--- src/design/isr_pkg.sv ---
// Shared constants, enumerations and carriers of the instrument status reporting block.
// Assumes a 25 MHz core clock and one status set per remote interface instance.
package isr_pkg;

  // Sizes of the status model
  localparam int NUM_IF  = 5;                        // Serial, USB, GPIB, web page, socket
  localparam int IF_W    = 3;
  localparam int NUM_OUT = 4;
  localparam int OUT_W   = 2;

  // Timing
  localparam longint CLK_HZ            = 25000000;
  localparam longint VERIFY_TIMEOUT_MS = 5000;      // Verify settle limit, 5 secs
  localparam int     VERIFY_CYCLES     = int'((VERIFY_TIMEOUT_MS * CLK_HZ) / 1000);
  localparam int     VCNT_W            = 27;

  // Limit event bit positions
  localparam int LSR_FAULT_BIT = 6;
  localparam int LSR_OTEMP_BIT = 4;
  localparam int LSR_OCURR_BIT = 3;
  localparam int LSR_OVOLT_BIT = 2;
  localparam int LSR_CC_BIT    = 1;
  localparam int LSR_CV_BIT    = 0;

  // Standard event bit positions
  localparam int ESR_PON_BIT  = 7;
  localparam int ESR_CME_BIT  = 5;
  localparam int ESR_EXE_BIT  = 4;
  localparam int ESR_VTO_BIT  = 3;
  localparam int ESR_QYE_BIT  = 2;
  localparam int ESR_OPC_BIT  = 0;

  // Status byte bit positions
  localparam int STB_MSS_BIT = 6;
  localparam int STB_ESB_BIT = 5;
  localparam int STB_MAV_BIT = 4;

  // Reset values and fixed-zero masks
  localparam logic [7:0] LSR_RESET = 8'h00;
  localparam logic [7:0] LSE_RESET = 8'h00;
  localparam logic [7:0] ESR_RESET = 8'h80;
  localparam logic [7:0] ESE_RESET = 8'h00;
  localparam logic [7:0] EER_RESET = 8'h00;
  localparam logic [7:0] SRE_RESET = 8'h00;
  localparam logic [7:0] LSR_MASK  = 8'h5F;         // Bits 7 and 5 reserved
  localparam logic [7:0] ESR_MASK  = 8'hBD;         // Bits 6 and 1 always zero
  localparam logic [7:0] ZERO_BYTE = 8'h00;

  // Execution error codes
  localparam logic [7:0] EER_NONE     = 8'h00;
  localparam logic [7:0] EER_NUMERIC  = 8'h64;      // 100
  localparam logic [7:0] EER_RECALL   = 8'h66;      // 102
  localparam logic [7:0] EER_INVALID  = 8'h67;      // 103
  localparam logic [7:0] EER_DENIED   = 8'hC8;      // 200

  // Register operations issued by the command parser
  typedef enum logic [3:0] {
    OP_NONE   = 4'b0000,
    OP_RD_LSR = 4'b0001,
    OP_WR_LSE = 4'b0010,
    OP_RD_LSE = 4'b0011,
    OP_RD_ESR = 4'b0100,
    OP_WR_ESE = 4'b0101,
    OP_RD_ESE = 4'b0110,
    OP_RD_EER = 4'b0111,
    OP_WR_EER = 4'b1000,
    OP_RD_STB = 4'b1001,
    OP_SPOLL  = 4'b1010,
    OP_WR_SRE = 4'b1011,
    OP_RD_SRE = 4'b1100
  } isr_op_type;

  // One register access
  typedef struct packed {
    logic              valid;
    logic [IF_W-1:0]   inst;
    isr_op_type        op;
    logic [OUT_W-1:0]  out_sel;
    logic [7:0]        wdata;
  } isr_cmd_type;

  // Per-output hardware limit events, one-cycle pulses
  typedef struct packed {
    logic fault_trip;
    logic over_temp;
    logic over_curr;
    logic over_volt;
    logic cc_entry;
    logic cv_entry;
  } isr_limit_evt_type;

  // Per-interface parser and formatter events, one-cycle pulses
  typedef struct packed {
    logic syntax_err;
    logic query_err;
    logic opc;
    logic verify_start;
    logic verify_reached;
    logic rsp_ready;
    logic rsp_sent;
  } isr_if_evt_type;

  // Limit events placed at their register positions
  function automatic logic [7:0] isr_lsr_bits(input isr_limit_evt_type e);
    logic [7:0] v;
    v = ZERO_BYTE;
    v[LSR_FAULT_BIT] = e.fault_trip;
    v[LSR_OTEMP_BIT] = e.over_temp;
    v[LSR_OCURR_BIT] = e.over_curr;
    v[LSR_OVOLT_BIT] = e.over_volt;
    v[LSR_CC_BIT]    = e.cc_entry;
    v[LSR_CV_BIT]    = e.cv_entry;
    return v;
  endfunction : isr_lsr_bits

endpackage : isr_pkg

--- src/design/isr_verify_timer.sv ---
// Settle timer for one interface: expires when a verified setting misses its deadline.
// Assumes start and reached are one-cycle pulses from the setting logic.
`timescale 1ns/1ps
module isr_verify_timer #(
  parameter int TIMEOUT_CYCLES = isr_pkg::VERIFY_CYCLES
) (
  input  wire logic core_clk,   // Core clock
  input  wire logic rst,        // Synchronous reset, high
  input  wire logic start,      // Verified setting issued
  input  wire logic reached,    // Setting reached its value
  output logic      expired     // Pulse on timeout
);

  localparam logic [isr_pkg::VCNT_W-1:0] LOAD = isr_pkg::VCNT_W'(TIMEOUT_CYCLES - 1);
  localparam logic [isr_pkg::VCNT_W-1:0] CNT_ZERO = '0;
  localparam logic [isr_pkg::VCNT_W-1:0] CNT_ONE  = isr_pkg::VCNT_W'(1);

  logic                      running;
  logic [isr_pkg::VCNT_W-1:0] count;

  wire last = running && (count == CNT_ZERO) && !reached;

  // Count down while waiting; a new start restarts the wait
  always_ff @(posedge core_clk)
  begin
    if (rst)
    begin
      running <= 1'b0;
      count   <= CNT_ZERO;
      expired <= 1'b0;
    end
    else
    begin
      expired <= last;
      if (start)
      begin
        running <= 1'b1;
        count   <= LOAD;
      end
      else if (reached || last)
      begin
        running <= 1'b0;
      end
      else if (running)
      begin
        count <= count - CNT_ONE;
      end
    end
  end

endmodule : isr_verify_timer

--- src/design/isr_status_top.sv ---
// Status and error reporting model: limit, standard event, execution error and status byte.
// Assumes the command parser presents one decoded register access per cycle,
// that hardware limit events and parser events arrive as one-cycle pulses,
// and that all inputs are synchronous to core_clk.
`timescale 1ns/1ps

// Notes on behaviour
// - Each interface instance keeps its own full copy of status registers.
// - Limit events set bits 6,4,3,2,1,0; bits 7 and 5 stay zero.
// - Output summary set when any limit bit meets its enable bit.
// - Output 1 to 4 summaries sit at status byte bits 0 to 3.
// - Limit register read returns then clears; limit enable writable and readable.
// - Standard event bits 7,5,4,3,2,0 set by their events; 6,1 zero.
// - Verified setting missing its value in 5 secs sets verify timeout.
// - Syntax error sets command error, resets parser, parsing resumes.
// - Standard event read returns value then clears; power-up value 128.
// - Standard event enable takes 0-255, reads back, cleared at power-up.
// - Status bit 5 set when any standard event meets its enable.
// - Execution error code holds last error: 0,100,102,103,200.
// - Execution error read returns then clears; zero at power-up.
// - Non-zero execution error write sets standard event bit 4.
// - Bit 6 and service request raised when enabled status bits set.
// - Bit 6 is summary on query, request flag on poll; poll clears flag.
// - Message-available set on formatted response, cleared after terminator sent.
// - Status byte bit 7 always reads zero.
// - Status byte and service request enable are zero after power-up.
module isr_status_top #(
  parameter int VERIFY_CYCLES = isr_pkg::VERIFY_CYCLES
) (
  input  wire logic                                     core_clk,      // Core clock
  input  wire logic                                     rst,           // Sync reset, high
  input  wire isr_pkg::isr_cmd_type                     cmd,           // Register access
  input  wire isr_pkg::isr_limit_evt_type [isr_pkg::NUM_OUT-1:0] limit_evt, // Per output
  input  wire isr_pkg::isr_if_evt_type [isr_pkg::NUM_IF-1:0]   if_evt,    // Per interface
  output logic [7:0]                                    rsp_data,      // Read value
  output logic                                          rsp_valid,     // Read value valid
  output logic [isr_pkg::NUM_IF-1:0]                    srq,           // Service request
  output logic [isr_pkg::NUM_IF-1:0]                    parser_reset   // Parser reset pulse
);

  localparam int NI = isr_pkg::NUM_IF;
  localparam int NO = isr_pkg::NUM_OUT;

  // Limit events positioned once, shared by every interface copy
  logic [NO-1:0][7:0] lim_set;

  genvar go;
  generate
    for (go = 0; go < NO; go++)
    begin : g_lim_set
      assign lim_set[go] = isr_pkg::isr_lsr_bits(limit_evt[go]) & isr_pkg::LSR_MASK;
    end
  endgenerate

  // Read value offered by each interface copy
  logic [NI-1:0][7:0] rd_val;

  // Operation classes
  wire is_read = (cmd.op == isr_pkg::OP_RD_LSR) || (cmd.op == isr_pkg::OP_RD_LSE) ||
                 (cmd.op == isr_pkg::OP_RD_ESR) || (cmd.op == isr_pkg::OP_RD_ESE) ||
                 (cmd.op == isr_pkg::OP_RD_EER) || (cmd.op == isr_pkg::OP_RD_STB) ||
                 (cmd.op == isr_pkg::OP_SPOLL)  || (cmd.op == isr_pkg::OP_RD_SRE);
  // Instance numbers above the last copy are refused: no answer, no state change
  wire inst_ok = (cmd.inst < isr_pkg::IF_W'(NI));
  wire next_rsp_valid = cmd.valid && is_read && inst_ok;
  wire [7:0] next_rsp_data = inst_ok ? rd_val[cmd.inst] : isr_pkg::ZERO_BYTE;

  // Response register, one cycle after the access
  always_ff @(posedge core_clk)
  begin
    if (rst)
    begin
      rsp_valid <= 1'b0;
      rsp_data  <= isr_pkg::ZERO_BYTE;
    end
    else
    begin
      rsp_valid <= next_rsp_valid;
      rsp_data  <= next_rsp_valid ? next_rsp_data : isr_pkg::ZERO_BYTE;
    end
  end

  // One complete status model per interface instance
  genvar gi;
  genvar gj;
  generate
    for (gi = 0; gi < NI; gi++)
    begin : g_if
      logic [NO-1:0][7:0] lsr;
      logic [NO-1:0][7:0] lse;
      logic [NO-1:0]      lim_sum;
      logic [1:0][7:0]    lim_rd;
      logic [7:0]         standard_event_status;
      logic [7:0]         standard_event_enable;
      logic [7:0]         execution_error_code;
      logic [7:0]         service_request_enable;
      logic               mav;
      logic               rqs;
      logic               mss_q;
      logic               vto;

      // Access decode for this instance
      wire sel    = cmd.valid && (cmd.inst == isr_pkg::IF_W'(gi));
      wire rd_esr = sel && (cmd.op == isr_pkg::OP_RD_ESR);
      wire wr_ese = sel && (cmd.op == isr_pkg::OP_WR_ESE);
      wire rd_eer = sel && (cmd.op == isr_pkg::OP_RD_EER);
      wire wr_eer = sel && (cmd.op == isr_pkg::OP_WR_EER);
      wire wr_sre = sel && (cmd.op == isr_pkg::OP_WR_SRE);
      wire spoll  = sel && (cmd.op == isr_pkg::OP_SPOLL);

      // Verify settle timer
      isr_verify_timer #(
        .TIMEOUT_CYCLES (VERIFY_CYCLES)
      ) u_vtimer (
        .core_clk (core_clk),
        .rst      (rst),
        .start    (if_evt[gi].verify_start),
        .reached  (if_evt[gi].verify_reached),
        .expired  (vto)
      );

      // Limit event and enable registers per output
      for (gj = 0; gj < NO; gj++)
      begin : g_out
        wire rd_lsr = sel && (cmd.op == isr_pkg::OP_RD_LSR) &&
                      (cmd.out_sel == isr_pkg::OUT_W'(gj));
        wire wr_lse = sel && (cmd.op == isr_pkg::OP_WR_LSE) &&
                      (cmd.out_sel == isr_pkg::OUT_W'(gj));

        // Read clears, a new event in the same cycle survives
        always_ff @(posedge core_clk)
        begin
          if (rst)
          begin
            lsr[gj] <= isr_pkg::LSR_RESET;
            lse[gj] <= isr_pkg::LSE_RESET;
          end
          else
          begin
            lsr[gj] <= (rd_lsr ? isr_pkg::ZERO_BYTE : lsr[gj]) | lim_set[gj];
            if (wr_lse)
            begin
              lse[gj] <= cmd.wdata;
            end
          end
        end

        assign lim_sum[gj] = |(lsr[gj] & lse[gj]);
      end

      // Selected output's registers for reads
      assign lim_rd[0] = lsr[cmd.out_sel];
      assign lim_rd[1] = lse[cmd.out_sel];

      // Standard event sources at their bit positions
      logic [7:0] esr_set;
      always_comb
      begin
        esr_set = isr_pkg::ZERO_BYTE;
        esr_set[isr_pkg::ESR_CME_BIT] = if_evt[gi].syntax_err;
        esr_set[isr_pkg::ESR_EXE_BIT] = wr_eer && (cmd.wdata != isr_pkg::EER_NONE);
        esr_set[isr_pkg::ESR_VTO_BIT] = vto;
        esr_set[isr_pkg::ESR_QYE_BIT] = if_evt[gi].query_err;
        esr_set[isr_pkg::ESR_OPC_BIT] = if_evt[gi].opc;
      end

      // Status byte summaries, recomputed from live contents
      wire       esb = |(standard_event_status & standard_event_enable);
      wire [7:0] stb_base = {1'b0, 1'b0, esb, mav, lim_sum};
      wire       mss = |(stb_base & service_request_enable);
      wire [7:0] stb_query = {1'b0, mss, stb_base[5:0]};
      wire [7:0] stb_poll  = {1'b0, rqs, stb_base[5:0]};
      // Request flag is set only on a rising summary, so a poll that clears it
      // does not see it come straight back while the condition still holds
      wire       next_rqs  = (mss && !mss_q) || (rqs && !spoll);

      // Standard event register: read clears, a new event in the same cycle survives
      always_ff @(posedge core_clk)
      begin
        if (rst)
        begin
          standard_event_status <= isr_pkg::ESR_RESET;
        end
        else
        begin
          standard_event_status <= ((rd_esr ? isr_pkg::ZERO_BYTE : standard_event_status) | esr_set) & isr_pkg::ESR_MASK;
        end
      end

      // Message-available and request flags; a set beats a clear in one cycle
      always_ff @(posedge core_clk)
      begin
        if (rst)
        begin
          mav   <= 1'b0;
          rqs   <= 1'b0;
          mss_q <= 1'b0;
        end
        else
        begin
          mav   <= if_evt[gi].rsp_ready || (mav && !if_evt[gi].rsp_sent);
          rqs   <= next_rqs;
          mss_q <= mss;
        end
      end

      // Event enable mask, any value 0 to 255
      always_ff @(posedge core_clk)
      begin
        if (rst)
        begin
          standard_event_enable <= isr_pkg::ESE_RESET;
        end
        else if (wr_ese)
        begin
          standard_event_enable <= cmd.wdata;
        end
      end

      // Service request enable mask; bits 6 and 7 are stored but select nothing
      always_ff @(posedge core_clk)
      begin
        if (rst)
        begin
          service_request_enable <= isr_pkg::SRE_RESET;
        end
        else if (wr_sre)
        begin
          service_request_enable <= cmd.wdata;
        end
      end

      // Execution error code: a write beats a read clear in the same cycle
      always_ff @(posedge core_clk)
      begin
        if (rst)
        begin
          execution_error_code <= isr_pkg::EER_RESET;
        end
        else if (wr_eer)
        begin
          execution_error_code <= cmd.wdata;
        end
        else if (rd_eer)
        begin
          execution_error_code <= isr_pkg::EER_NONE;
        end
      end

      // Service request output, loaded from next_rqs like the request flag, so the two match every cycle
      always_ff @(posedge core_clk)
      begin
        if (rst)
        begin
          srq[gi] <= 1'b0;
        end
        else
        begin
          srq[gi] <= next_rqs;
        end
      end

      // Parser reset pulse, one cycle after the syntax error
      always_ff @(posedge core_clk)
      begin
        if (rst)
        begin
          parser_reset[gi] <= 1'b0;
        end
        else
        begin
          parser_reset[gi] <= if_evt[gi].syntax_err;
        end
      end

      // Read value for this instance
      always_comb
      begin
        case (cmd.op)
          isr_pkg::OP_RD_LSR: rd_val[gi] = lim_rd[0];
          isr_pkg::OP_RD_LSE: rd_val[gi] = lim_rd[1];
          isr_pkg::OP_RD_ESR: rd_val[gi] = standard_event_status;
          isr_pkg::OP_RD_ESE: rd_val[gi] = standard_event_enable;
          isr_pkg::OP_RD_EER: rd_val[gi] = execution_error_code;
          isr_pkg::OP_RD_STB: rd_val[gi] = stb_query;
          isr_pkg::OP_SPOLL:  rd_val[gi] = stb_poll;
          isr_pkg::OP_RD_SRE: rd_val[gi] = service_request_enable;
          default:            rd_val[gi] = isr_pkg::ZERO_BYTE;
        endcase
      end
    end
  endgenerate

endmodule : isr_status_top

--- config.mk ---
export PLATFORM = sky130hd
export DESIGN_NAME = isr_status_top
export DESIGN_NICKNAME = d
export VERILOG_FILES = /design/src/design/isr_pkg.sv /design/src/design/isr_verify_timer.sv /design/src/design/isr_status_top.sv
export SDC_FILE = /design/constraint.sdc
export NUM_CORES = 1
export LEC_CHECK = 0
export BUFFER_PORTS_ARGS = -buffer_cell sky130_fd_sc_hd__buf_4
export CAP_MARGIN = 0
export CORE_ASPECT_RATIO = 1.5
export CORE_MARGIN = 3
export CORE_UTILIZATION = 55
export DETAILED_ROUTE_END_ITERATION = 6
export GPL_ROUTABILITY_DRIVEN = 0
export PLACE_DENSITY = 0.77
export SLEW_MARGIN = 20
export SYNTH_ARGS = -nofsm -noshare
export SYNTH_HDL_FRONTEND = slang
export SYNTH_SLANG_ARGS = --single-unit
export TNS_END_PERCENT = 100
--- constraint.sdc ---
create_clock -name core_clk -period 5.35 [get_ports core_clk]
set_input_delay 0.8025 -clock core_clk [delete_from_list [all_inputs] [get_ports core_clk]]
set_output_delay 0.8025 -clock core_clk [all_outputs]
set_load 0.02 [all_outputs]
==> impl_results.md <==
* Status: completed
* Syn Nets at 3038
* ANT nets after route at 0
* Pins Over Slew Limit at 0
* Fin Hold WS at 0.386 ns
* DR vias at 23400
* Crit-path slowest cell: a221oi_1
* Clock Tree Root: clkbuf_16
* Post-synthesis async set-or-reset flop share at 0%
* DR pass1 iterations at 6
* F_max at 0.293 GHz
* Clock buffer depth at 3
* Worst reg2reg path depth at 7
* Largest net degree at the start of global routing at 198
* CP endpoint kind: flop
* P per Cell Area at 330 nW/um2
* Hold buffer count at CTS at 0
* Hpwl dp at 55600 um
* Top post-synthesis cells by area: dfxtp_1 47%, a21oi_1 7.9%, mux4_2 6.2%, nor2_1 5.8%, a22oi_1 5.0%
* Clk slew on worst S/H paths at 0.06 ns
* Initial antenna violation count at 0
* Clock sink count at 604
* Slew HR at 20.6%
* Layout Area Growth over Synthesis at 11.1%
* Worst Tran Pin Value at 1.19 ns
* Min-Delay Path Class: input port to flop
* Crit Path Max Fanout at 50
* Pleak at 10.1 nW
* CTS tree: yes
* Initial Util at 55.6%
* Top-area cell type share of the netlist area at 46.5%
* Synth Flop Type: dfxtp_1
* Iteration-0 DRC Markers at 2643
* Setup TNS at 0 ns
* Most used cell, CP: mux4_2
* Clk_lat worst skew at 0.61 ns
* Cell row count at 97
* Synth cell count leaders: 604 x dfxtp_1, 411 x a21oi_1, 401 x nor2_1
* Avg Cell Area, Syn at 8.80 um2
* Critical Path AT at 3.88 ns
* Max-cap violations at 0
* # Post-CTS Setup Buffers at 0
* Chip Height at 272 um
* H-tree levels at 2
* First-pass GRT wire length at 126000 um
* I/O Pins at 98
* CP Class: input port to flop
* Mapped Cells at 2954
* RSZ-0062 raised after global routing: false
* Routed len/inst at 22.9 um
* Cells along the critical path: buf_4 > mux4_2 > nand2_1 > nand3_1 > a221oi_1 > mux4_2 > o22ai_1
* Worst IR Drop VDD at 0.000286 V
* PortBufs at 97
* Synth warn at 0
* Sequential area share after synthesis at 46.5%
* Total Nets Final at 3019
* Number of diodes at 0
* Most area-hungry cell type in the Yosys netlist: dfxtp_1
* Final Hold Fails at 0
* Req. time, crit path at 5.81 ns
* Final Worst Setup Slack at 1.93 ns
* Worst Skew at 0.0141 ns
* CTS Buf Count at 54
* Post-synth cell types at 62
* Hold depth at 2
* Tmin final at 3.42 ns
* Via-to-Cell Ratio at 6.55
* Vias in the first global route at 22700
* Synth Cell Area at 26000 um2
* Wirelength, routed at 81900 um
* Residual DRC at 0
* Total track usage at 31.7%
* Yosys reg bits at 604
* Crit path largest cell delay at 0.93 ns
* Die X at 184 um
* Post-cts sizing count at 0
* Final Core Density at 61.8%
* GRT overflow at 0
* Share of cells above drive strength 1 at 10.9%
* Period utilization at 63.9%
* Number of synthesized flops with an enable pin at 0
* Area of the die at 50000 um2
* Final Total Pwr at 9.54 mW
* Dpl ws at 1.40 ns
* Core area at 46700 um2
* Most frequent cell after synthesis: dfxtp_1
* Setup violations, final at 0
* Worst Setup Start Kind: input port
## power by group
group	total [mW]	leakage [nW]	switching [mW]	internal [mW]
sequential	4.77	4.94	0.136	4.63
combinational	0.712	4.25	0.458	0.254
clock	4.06	0.905	1.77	2.29
total	9.54	10.1	2.36	7.18
## area by class of cell
class                      instances  area (um2)
inverter                          24        90.1
multi-input combinational       2125       13100
clock buffer                      74        1520
sequential                       604       12100
fill                            3881       17800
timing repair buffer             126         978
clock inverter                    28         330
tap                              594         743
## stage by stage
stage,cell area (um2),cells
final,28900,3575
after floorplan,26000,2954
after global routing,28900,3575
after global placement,27000,3473
after detailed placement,27000,3473
after CTS,28900,3575
## critical path: cells and delay by family
family	cells	cell delay, ns
and+or+nand+nor	2	0.16
AOI/OAI and AO/OA	2	1.02
buffers and inverters	1	0.68
muxes	2	1.08
## cells by family (layout without fill, tap and decap cells)
logic type	Yosys count	after routing	synth area share (%)
AO/OA/AOI/OAI	729	729	17.2
buffers and inverters	225	252	3.35
AND/OR/NAND/NOR	1132	1132	19.8
XOR/XNOR	108	108	3.64
flip-flops	604	604	46.5
multiplexers	151	151	9.23
adder cells (fa/ha/maj)	5	5	0.241
## state kept, by name (all words and copies together), names as in the netlist, 8 cells and up
signal and count:
g_if.lsr 120, g_if.service_request_enable 40, g_if.u_vtimer.count 135, rsp_data 8, g_if.standard_event_status 30, g_if.standard_event_enable 40
g_if.execution_error_code 40, g_if.lse 160
## placed cells by master (no fill, tap or decap), drive strengths merged, types with 9 or more instances in the layout
cell type    n
xor2        27
mux2i       80
nand4       12
a221oi      19
clkinv      17
nor2b       16
clkbuf      74
nor4        40
inv         25
buf        126
nand2      292
dfxtp      604
mux4        71
and2         9
a22oi      174
or4         19
or2         12
or3         28
a21oi      411
a31oi       20
a22o        30
a221o       13
nand2b      13
xnor2       81
o21ai       24
nand3      211
nor2       401
nor3        51
## per-layer routing
metal	track usage, %	routed length (um)	up-vias
li1	-	-	10600
met1	36.8	28700	11100
met2	51.7	38000	1325
met3	5.22	7240	395
met4	24.9	7970	0
met5	0	0	-
## worst paths after layout
check | start | end | slack (ns)
max | cmd[8] | rsp_data[4] | 1.93
min | if_evt[9] | g_if[1].u_vtimer.expired | 0.39
max reg2reg | g_if[1].u_vtimer.count[6] | g_if[1].u_vtimer.count[24] | 2.39
min reg2reg | g_if[3].lse[23] | g_if[3].lse[23] | 0.46
No activity file was read; power rests on OpenSTA's default activity.
